### config.mk
export PLATFORM = sky130hd
export DESIGN_NAME = pbmc_basic_mode_control
export DESIGN_NICKNAME = d
export VERILOG_FILES = /design/src/rtl/pbmc_mdio_slave.v /design/src/rtl/pbmc_basic_mode_control.v
export VERILOG_INCLUDE_DIRS = /design/src /design/src/rtl
export SDC_FILE = /design/constraint.sdc
export NUM_CORES = 1
export LEC_CHECK = 0
export ABC_AREA = 1
export BUFFER_PORTS_ARGS = -buffer_cell sky130_fd_sc_hd__buf_4
export CORE_UTILIZATION = 53
export DETAILED_ROUTE_END_ITERATION = 10
export PLACE_DENSITY_LB_ADDON = 0.1
export RECOVER_POWER = 25
export SYNTH_ARGS = -nofsm -noshare
export SYNTH_HDL_FRONTEND = slang
export SYNTH_HIERARCHICAL = 1
export SYNTH_SLANG_ARGS = --single-unit
export TNS_END_PERCENT = 10
### constraint.sdc
create_clock -name mclk -period 1.5 [get_ports mclk]
set_clock_uncertainty 0.2 [all_clocks]
set_input_delay 0.225 -clock mclk [delete_from_list [all_inputs] [get_ports mclk]]
set_output_delay 0.225 -clock mclk [all_outputs]
set_load 0.1 [all_outputs]
### src/rtl/pbmc_map.vh
// register layout and timing constants for the basic mode control register
// assumes inclusion by both design files of the block
`ifndef PBMC_MAP_VH
`define PBMC_MAP_VH
`define PBMC_ADDR_BMC 5'h00
`define PBMC_BIT_RESET 15
`define PBMC_BIT_LOOP 14
`define PBMC_BIT_SPEED 13
`define PBMC_BIT_ANEN 12
`define PBMC_BIT_PDOWN 11
`define PBMC_BIT_ISO 10
`define PBMC_BIT_RESTART 9
`define PBMC_BIT_DUPLEX 8
`define PBMC_BIT_COLTEST 7
`define PBMC_RST_SPEED 1'h1
`define PBMC_RST_ANEN 1'h1
`define PBMC_RST_DUPLEX 1'h1
`define PBMC_RST_ZERO 1'h0
`define PBMC_RESET_NS 1000
`define PBMC_RESET_CYC ((`PBMC_RESET_NS + 9) / 10)
`define PBMC_MDIO_OP_WR 2'h1
`define PBMC_MDIO_OP_RD 2'h2
`define PBMC_PHYADDR 5'h01
`endif

### src/rtl/pbmc_mdio_slave.v
// serial management frame slave: decodes write frames, serves read frames
// assumes mdc is sampled as a synchronous input on mclk
`timescale 1ns/100ps
`include "pbmc_map.vh"
module pbmc_mdio_slave (
  // clock and reset
  input wire mclk,
  input wire reset_n,
  // management pins
  input wire mdc,
  input wire mdioIn,
  output reg mdioOut,
  output reg mdioOe,
  // register side
  input wire [4:0] phyAddr,
  input wire [15:0] rdData,
  output reg wrStb,
  output reg rdStb,
  output reg [4:0] regAddr,
  output reg [15:0] wrData
);
  localparam S_PRE = 3'h0;
  localparam S_HDR = 3'h1;
  localparam S_TA = 3'h2;
  localparam S_WDAT = 3'h3;
  localparam S_RDAT = 3'h4;
  reg [2:0] state_r;
  reg mdcPrev_r;
  reg [5:0] cnt_r;
  reg [13:0] hdr_r;
  reg [15:0] shift_r;
  wire rise = mdc & ~mdcPrev_r;
  wire fall = ~mdc & mdcPrev_r;
  always @(posedge mclk or negedge reset_n) begin
    if (!reset_n) begin
      state_r <= S_PRE;
      mdcPrev_r <= 1'h0;
      cnt_r <= 6'h00;
      hdr_r <= 14'h0000;
      shift_r <= 16'h0000;
      mdioOut <= 1'h0;
      mdioOe <= 1'h0;
      wrStb <= 1'h0;
      rdStb <= 1'h0;
      regAddr <= 5'h00;
      wrData <= 16'h0000;
    end else begin
      mdcPrev_r <= mdc;
      wrStb <= 1'h0;
      rdStb <= 1'h0;
      case (state_r)
        S_PRE: begin
          mdioOe <= 1'h0;
          if (rise) begin
            // 32 ones of preamble; a zero after them starts the frame
            if (mdioIn) begin
              if (cnt_r != 6'h20) cnt_r <= cnt_r + 6'h01;
            end else if (cnt_r == 6'h20) begin
              state_r <= S_HDR;
              cnt_r <= 6'h00;
            end else begin
              cnt_r <= 6'h00;
            end
          end
        end
        S_HDR: if (rise) begin
          hdr_r <= {hdr_r[12:0], mdioIn};
          cnt_r <= cnt_r + 6'h01;
          if (cnt_r == 6'h0c) begin
            cnt_r <= 6'h00;
            regAddr <= {hdr_r[3:0], mdioIn};
            // twelve bits held: start one at [11], op at [10:9], phy at [8:4]
            if (hdr_r[11] != 1'h1 || hdr_r[8:4] != phyAddr) state_r <= S_PRE;
            else if (hdr_r[10:9] == `PBMC_MDIO_OP_RD) begin
              state_r <= S_TA;
              rdStb <= 1'h1;
            end else if (hdr_r[10:9] == `PBMC_MDIO_OP_WR) state_r <= S_TA;
            else state_r <= S_PRE;
          end
        end
        S_TA: begin
          // thirteen bits held now, so op sits at [11:10]
          if (hdr_r[11:10] == `PBMC_MDIO_OP_RD) begin
            // first turnaround bit left to the pull-up, zero in the second
            if (fall) begin
              cnt_r <= cnt_r + 6'h01;
              if (cnt_r == 6'h01) begin
                mdioOe <= 1'h1;
                mdioOut <= 1'h0;
                shift_r <= rdData;
              end else if (cnt_r == 6'h02) begin
                cnt_r <= 6'h00;
                state_r <= S_RDAT;
                mdioOut <= shift_r[15];
                shift_r <= {shift_r[14:0], 1'h0};
              end
            end
          end else if (rise) begin
            cnt_r <= cnt_r + 6'h01;
            if (cnt_r == 6'h01) begin
              cnt_r <= 6'h00;
              state_r <= S_WDAT;
            end
          end
        end
        S_WDAT: if (rise) begin
          shift_r <= {shift_r[14:0], mdioIn};
          cnt_r <= cnt_r + 6'h01;
          if (cnt_r == 6'h0f) begin
            wrData <= {shift_r[14:0], mdioIn};
            wrStb <= 1'h1;
            cnt_r <= 6'h00;
            state_r <= S_PRE;
          end
        end
        S_RDAT: if (fall) begin
          cnt_r <= cnt_r + 6'h01;
          mdioOut <= shift_r[15];
          shift_r <= {shift_r[14:0], 1'h0};
          if (cnt_r == 6'h0f) begin
            mdioOe <= 1'h0;
            cnt_r <= 6'h00;
            state_r <= S_PRE;
          end
        end
        default: state_r <= S_PRE;
      endcase
    end
  end
endmodule // pbmc_mdio_slave

### src/rtl/pbmc_basic_mode_control.v
// basic mode control register of a 10/100 phy, reached over the management pins
// assumes mii and mdc are synchronous to mclk; straps steady while reset_n is low
// Functional notes
// RULE_01: writing one to bit 15 returns standard registers to defaults
// RULE_02: bit 15 reads one during reset and clears itself when done
// RULE_03: vendor extended registers keep their contents over software reset
// RULE_04: bit 14 loops mii transmit nibbles back onto receive outputs
// RULE_05: forced mode runs 100 Mbps with bit 13 set, else 10 Mbps
// RULE_06: autonegotiation off takes speed and duplex only from bits 13 and 8
// RULE_07: speed and autonegotiation enable default from straps, else one
// RULE_08: bit 11 powers down the phy; management access stays alive
// RULE_09: effective power down is bit 11 or the external low pin
// RULE_10: asserting the external low power down pin sets bit 11
// RULE_11: bit 10 isolates the mii while management still works
// RULE_12: bit 9 restarts autonegotiation; ignored when autonegotiation disabled
// RULE_13: bit 9 reads one until autonegotiation starts, then self clears
// RULE_14: writing bit 9 to zero does not disturb running autonegotiation
// RULE_15: forced duplex from bit 8, full when one; defaults from strap
// RULE_16: register is management address zero; bits 14,11,10,9,15 reset zero
`timescale 1ns/100ps
`include "pbmc_map.vh"
module pbmc_basic_mode_control #(
  parameter RESET_CYCLES = `PBMC_RESET_CYC
) (
  // clock and reset
  input wire mclk,
  input wire reset_n,
  // straps
  input wire strapSpeed,
  input wire strapAnEn,
  input wire strapDuplex,
  input wire [4:0] phyAddr,
  // management pins
  input wire mdc,
  input wire mdioIn,
  output reg mdioOut,
  output reg mdioOe,
  // external power down, active low
  input wire irq_or_powerdown_pin_n,
  // autonegotiation engine
  input wire anStarted,
  output reg anRestart,
  // mii from mac and from the line side
  input wire [3:0] miiTxd,
  input wire miiTxEn,
  input wire [3:0] lineRxd,
  input wire lineRxDv,
  output reg [3:0] miiRxd,
  output reg miiRxDv,
  output reg miiRxdOe,
  // operating state
  output reg speed100,
  output reg fullDuplex,
  output reg anEnable,
  output reg powerDown,
  output reg pcsReset,
  // extended register, kept over soft reset
  input wire [15:0] vendorWrData,
  input wire vendorWrStb,
  output reg [15:0] vendorReg
);
  reg loop_r, speed_r, anEn_r, pdown_r, iso_r, restart_r, duplex_r, colTest_r;
  reg strapSpeed_r, strapAnEn_r, strapDuplex_r, strapTaken_r;
  reg [15:0] rstCnt_r;
  reg [15:0] rstCnt_nxt;
  wire slvOut, slvOe, wrStb;
  reg [15:0] rdData;
  wire [4:0] regAddr;
  wire [15:0] wrData;
  wire softRst = rstCnt_r != 16'h0000;
  wire pinDown = ~irq_or_powerdown_pin_n;
  wire hitBmc = wrStb && regAddr == `PBMC_ADDR_BMC;
  wire effDown = pdown_r | pinDown; // RULE_09

  // only address zero is implemented; every other address reads as zero
  always @* begin
    rdData = 16'h0000;
    case (regAddr)
      `PBMC_ADDR_BMC: begin
        rdData[`PBMC_BIT_RESET] = softRst; // RULE_02
        rdData[`PBMC_BIT_LOOP] = loop_r;
        rdData[`PBMC_BIT_SPEED] = speed_r;
        rdData[`PBMC_BIT_ANEN] = anEn_r;
        rdData[`PBMC_BIT_PDOWN] = pdown_r;
        rdData[`PBMC_BIT_ISO] = iso_r;
        rdData[`PBMC_BIT_RESTART] = restart_r; // RULE_13
        rdData[`PBMC_BIT_DUPLEX] = duplex_r;
        rdData[`PBMC_BIT_COLTEST] = colTest_r;
      end
      default: rdData = 16'h0000;
    endcase
  end

  pbmc_mdio_slave uSlave (
    .mclk(mclk),
    .reset_n(reset_n),
    .mdc(mdc),
    .mdioIn(mdioIn),
    .mdioOut(slvOut),
    .mdioOe(slvOe),
    .phyAddr(phyAddr),
    .rdData(rdData),
    .wrStb(wrStb),
    .rdStb(),
    .regAddr(regAddr),
    .wrData(wrData)
  ); // RULE_16 RULE_08 RULE_11

  always @* begin
    rstCnt_nxt = rstCnt_r;
    if (hitBmc && wrData[`PBMC_BIT_RESET] && !softRst)
      rstCnt_nxt = RESET_CYCLES[15:0]; // RULE_01
    else if (softRst)
      rstCnt_nxt = rstCnt_r - 16'h0001; // RULE_02
  end

  // straps caught on the first clock after release, never under async reset
  always @(posedge mclk or negedge reset_n) begin
    if (!reset_n) begin
      strapTaken_r <= 1'h0;
      strapSpeed_r <= `PBMC_RST_SPEED;
      strapAnEn_r <= `PBMC_RST_ANEN;
      strapDuplex_r <= `PBMC_RST_DUPLEX;
    end else if (!strapTaken_r) begin
      strapTaken_r <= 1'h1;
      strapSpeed_r <= strapSpeed; // RULE_07
      strapAnEn_r <= strapAnEn; // RULE_07
      strapDuplex_r <= strapDuplex; // RULE_15
    end
  end

  always @(posedge mclk or negedge reset_n) begin
    if (!reset_n) begin
      rstCnt_r <= 16'h0000;
      loop_r <= `PBMC_RST_ZERO;
      speed_r <= `PBMC_RST_SPEED;
      anEn_r <= `PBMC_RST_ANEN;
      pdown_r <= `PBMC_RST_ZERO;
      iso_r <= `PBMC_RST_ZERO;
      duplex_r <= `PBMC_RST_DUPLEX;
      colTest_r <= `PBMC_RST_ZERO;
    end else begin
      rstCnt_r <= rstCnt_nxt;
      if (!strapTaken_r || softRst) begin
        // defaults while held; strap values land on the same edge as their capture
        loop_r <= 1'h0; // RULE_01
        speed_r <= strapTaken_r ? strapSpeed_r : strapSpeed;
        anEn_r <= strapTaken_r ? strapAnEn_r : strapAnEn;
        duplex_r <= strapTaken_r ? strapDuplex_r : strapDuplex;
        pdown_r <= pinDown; // RULE_10
        iso_r <= 1'h0;
        colTest_r <= 1'h0;
      end else begin
        if (hitBmc) begin
          loop_r <= wrData[`PBMC_BIT_LOOP]; // RULE_04
          speed_r <= wrData[`PBMC_BIT_SPEED]; // RULE_05
          anEn_r <= wrData[`PBMC_BIT_ANEN]; // RULE_06
          iso_r <= wrData[`PBMC_BIT_ISO]; // RULE_11
          duplex_r <= wrData[`PBMC_BIT_DUPLEX]; // RULE_15
          colTest_r <= wrData[`PBMC_BIT_COLTEST];
        end
        // pin assertion wins over a clearing write
        if (pinDown) pdown_r <= 1'h1; // RULE_10
        else if (hitBmc) pdown_r <= wrData[`PBMC_BIT_PDOWN]; // RULE_08
      end
    end
  end

  // bit 9 written zero never clears a pending restart; the started event, autonegotiation off or soft reset does
  // set beats the started and autonegotiation-off clears in one cycle so a fresh request is not lost to them; soft reset beats set
  always @(posedge mclk or negedge reset_n) begin
    if (!reset_n) begin
      restart_r <= `PBMC_RST_ZERO;
    end else if (!strapTaken_r || softRst) begin
      restart_r <= 1'h0;
    end else if (hitBmc && wrData[`PBMC_BIT_RESTART] && wrData[`PBMC_BIT_ANEN]) begin
      restart_r <= 1'h1; // RULE_12
    end else if (restart_r && (anStarted || !anEn_r)) begin
      restart_r <= 1'h0; // RULE_13 RULE_14
    end
  end

  always @(posedge mclk or negedge reset_n) begin
    if (!reset_n) begin
      vendorReg <= 16'h0000;
    end else if (vendorWrStb) begin
      vendorReg <= vendorWrData; // RULE_03
    end
  end

  always @(posedge mclk or negedge reset_n) begin
    if (!reset_n) begin
      mdioOut <= 1'h0;
      mdioOe <= 1'h0;
      anRestart <= 1'h0;
      miiRxd <= 4'h0;
      miiRxDv <= 1'h0;
      miiRxdOe <= 1'h0;
      speed100 <= `PBMC_RST_SPEED;
      fullDuplex <= `PBMC_RST_DUPLEX;
      anEnable <= `PBMC_RST_ANEN;
      powerDown <= 1'h0;
      pcsReset <= 1'h0;
    end else begin
      mdioOut <= slvOut;
      mdioOe <= slvOe;
      anRestart <= restart_r && anEn_r && !effDown; // RULE_12
      speed100 <= speed_r; // RULE_05 RULE_06
      fullDuplex <= duplex_r; // RULE_06 RULE_15
      anEnable <= anEn_r;
      powerDown <= effDown; // RULE_08 RULE_09
      pcsReset <= softRst; // RULE_01
      miiRxdOe <= !iso_r; // RULE_11
      // isolate also floats the receive pins; power down only silences them
      if (iso_r || effDown) begin
        miiRxd <= 4'h0;
        miiRxDv <= 1'h0;
      end else if (loop_r) begin
        miiRxd <= miiTxd; // RULE_04
        miiRxDv <= miiTxEn;
      end else begin
        miiRxd <= lineRxd;
        miiRxDv <= lineRxDv;
      end
    end
  end
endmodule // pbmc_basic_mode_control

==> results.toml <==
[global_routing]
grt_usage = 0.337
antenna_found_initial = 1
grt_pass1_vias = 5827
grt_pass1_wl_mm = 29.0
grt_max_degree = 74
overflow = 0

[critical_path]
required_ns = 1.75
crit_path_top_delay_cell = "dfrtp_1"
end_kind = "flop"
critPathMaxFanout = 2
path_delay_family = "simple AND/OR/NAND/NOR gates"
crit_path_start_kind = "flop"
crit_top_cell = "nand2_1"
crit_type = "reg2reg"
rr_startpoint = "rstCnt_r[6]"
reg2regPathDepth = 8
worstPathCellList = "nor2_4 -> nand2_1 -> buf_4 -> nor2_1 -> nand3_1 -> nand2_1 -> nand2_1 -> nor2_1"
worstPathArrival_ns = 2.22
r2r_end = "rstCnt_r[14]"
slowest_delay_ns = 0.45
crit_buf_inv = 1
r2r_setup_slack_ns = -0.47

[clocking]
cts_buffers = 17
path_clk_slew_ns = 0.06
cts-root-buf = "clkbuf_8"
clock_latency_ns = 0.55
cts_tree = "built"
clock_sinks = 113
clock_path_buffers = 2
htree_levels = 4

[sta]
tightestPinTransition_ns = 0.959
post-route-min-period_ns = 1.97
tns_ns = -19.39
slew_viol_final = 0
rsz0062_at_grt = "true"
fmax_mhz = 508
setup_violations = 109
worst_slack_ns = -0.469
slew_headroom = 0.361
whs_ns = -0.00786
period_share = 1.31
hold_viol_final = 1

[routing]
vias = 5985
viasPerCell = 5.49
routed_wl_mm = 20.3
drt-pass1-iter-count = 5
route.antenna.remaining_nets = 0
wire_per_inst_um = 18.6
drt_iter0_markers = 714
drc_errors = 0

[die]
die_area_mm2 = 0.0114
fp.coreArea_mm2 = 0.0105
io_pins = 71
start_util = 0.555
rows = 37
die_h_um = 107
die_width_um = 107

[pwr]
ir_drop_uv = 1070
switching_share = 0.344
pwr-share-comb = 0.306
cellPowerDensity_mw_per_mm2 = 1230
power.share.clock = 0.348
netSwitchingPower_w = 0.00372
p_leak_nw = 4.55
internal_power_w = 0.00709
p_seq_frac = 0.346

[finish]
drive_gt1_frac = 0.359
syn2layout_area_growth_pct = 51.2
fin_nets = 987
fin_util = 0.839

[synthesis]
syn_avg_cell_area_um2 = 7.97
syn_area_mm2 = 0.00581
synth_warnings = 6
syn_inst = 729

[place]
port_buffers = 70
place.gp.congestion = 0.937
dp_slack_ns = -0.297
dp_hpwl_mm = 9.63

[run_status]
run_status = "finished, violations left"
violations = "negative hold slack, negative setup slack"

[hold_path]
min_from = "phyAddr[3]"
hold_depth = 8
whs_endpoint = "uSlave/state_r[1]"
hp-class = "in2reg"

[flow_run]
cap_violations = 0
how the worst max path moves through the flow:
stage / startpoint / to / slack, ns / cells past startpoint
CTS: uSlave/cnt_r[0] / uSlave/shift_r[10] / -0.25 / 10
global route: rstCnt_r[7] / rstCnt_r[15] / -0.67 / 8
floorplan: uSlave/cnt_r[1] / uSlave/shift_r[1] / -0.14 / 11
global placement: uSlave/cnt_r[0] / uSlave/state_r[1] / -0.29 / 9
finish: rstCnt_r[6] / rstCnt_r[14] / -0.47 / 8
detailed placement: uSlave/cnt_r[0] / uSlave/state_r[0] / -0.30 / 9
power groups by stage:
stage	registers, W	clock network, W	logic [W]
global route	0.00378	0.00393	0.00359
global placement	0.00368	0	0.00256
floorplan	0.00408	0	0.00134
CTS	0.00371	0.00369	0.00299
finish	0.00374	0.00376	0.00331
detailed placement	0.00370	0	0.00261
metrics by stage:
step	cell area (um^2)	cells	power, W	hold slack, ns
6_report	8780	1090	0.0108	-0.00786
4_1_cts	8470	1082	0.0104	0.0138
5_1_grt	8780	1090	0.0113	0.0632
2_1_floorplan	5850	735	0.00542	-0.271
3_5_place_dp	7050	1006	0.00631	0.0768
3_3_place_gp	7050	1006	0.00624	0.0710
state kept, by name, indices dropped and copies added (netlist names), 3 cells and up:
name / count
uSlave/wrData: 9
uSlave/state_r: 3
uSlave/shift_r: 16
miiRxd: 4
uSlave/hdr_r: 12
uSlave/regAddr: 5
uSlave/cnt_r: 6
vendorReg: 16
rstCnt_r: 16
worst min-delay path: stages:
cell and delay [ns]:
buf_4 0.08, a21oi_1 0.05, nand2_1 0.05, nor2_1 0.04
nand3_1 0.06, nand2_1 0.05, nand3_1 0.08, nand2_1 0.06
repair_timing:
| item | 4_1_cts | 5_1_grt |
|---|---|---|
| endpoints found under the hold margin | 147 | 0 |
| pin swaps | 16 | 16 |
| setup buffers | 6 | 7 |
| cloned | 3 | 0 |
| hold buffers | 35 | 0 |
| endpoints found under the setup margin | 108 | 108 |
| resized for setup | 116 | 78 |
layout make-up:
type / count / area, um^2
Antenna cell: 1 / 2.50
Clock buffer: 26 / 478
Clock inverter: 6 / 57.6
Fill cell: 563 / 1680
Inverter: 88 / 348
Multi-Input combinational cell: 520 / 2950
Sequential cell: 113 / 2840
Tap cell: 136 / 170
Timing Repair Buffer: 199 / 1920
Timing Repair inverter: 1 / 8.76
per-layer routing:
metal / global-route usage / vias to the layer above / routed length [um] / part of all wire
li1: - / 2679 / - / -
met1: 0.392 / 2851 / 7460 / 0.37
met2: 0.581 / 351 / 10300 / 0.51
met3: 0.0754 / 104 / 1560 / 0.077
met4: 0.172 / 0 / 982 / 0.048
met5: 0 / - / 0 / 0
layout by cell type, fill, tap and decap left out, types with 21 or more instances in the layout:
| cell type | count |
|---|---|
| dfrtp_1 | 100 |
| dlygate4sd3_1 | 35 |
| nor2_1 | 59 |
| inv_1 | 70 |
| nand2_1 | 231 |
| nand3_1 | 33 |
| o21ai_0 | 26 |
| buf_12 | 21 |
| buf_4 | 128 |
No activity file was read; power rests on OpenSTA's default activity.
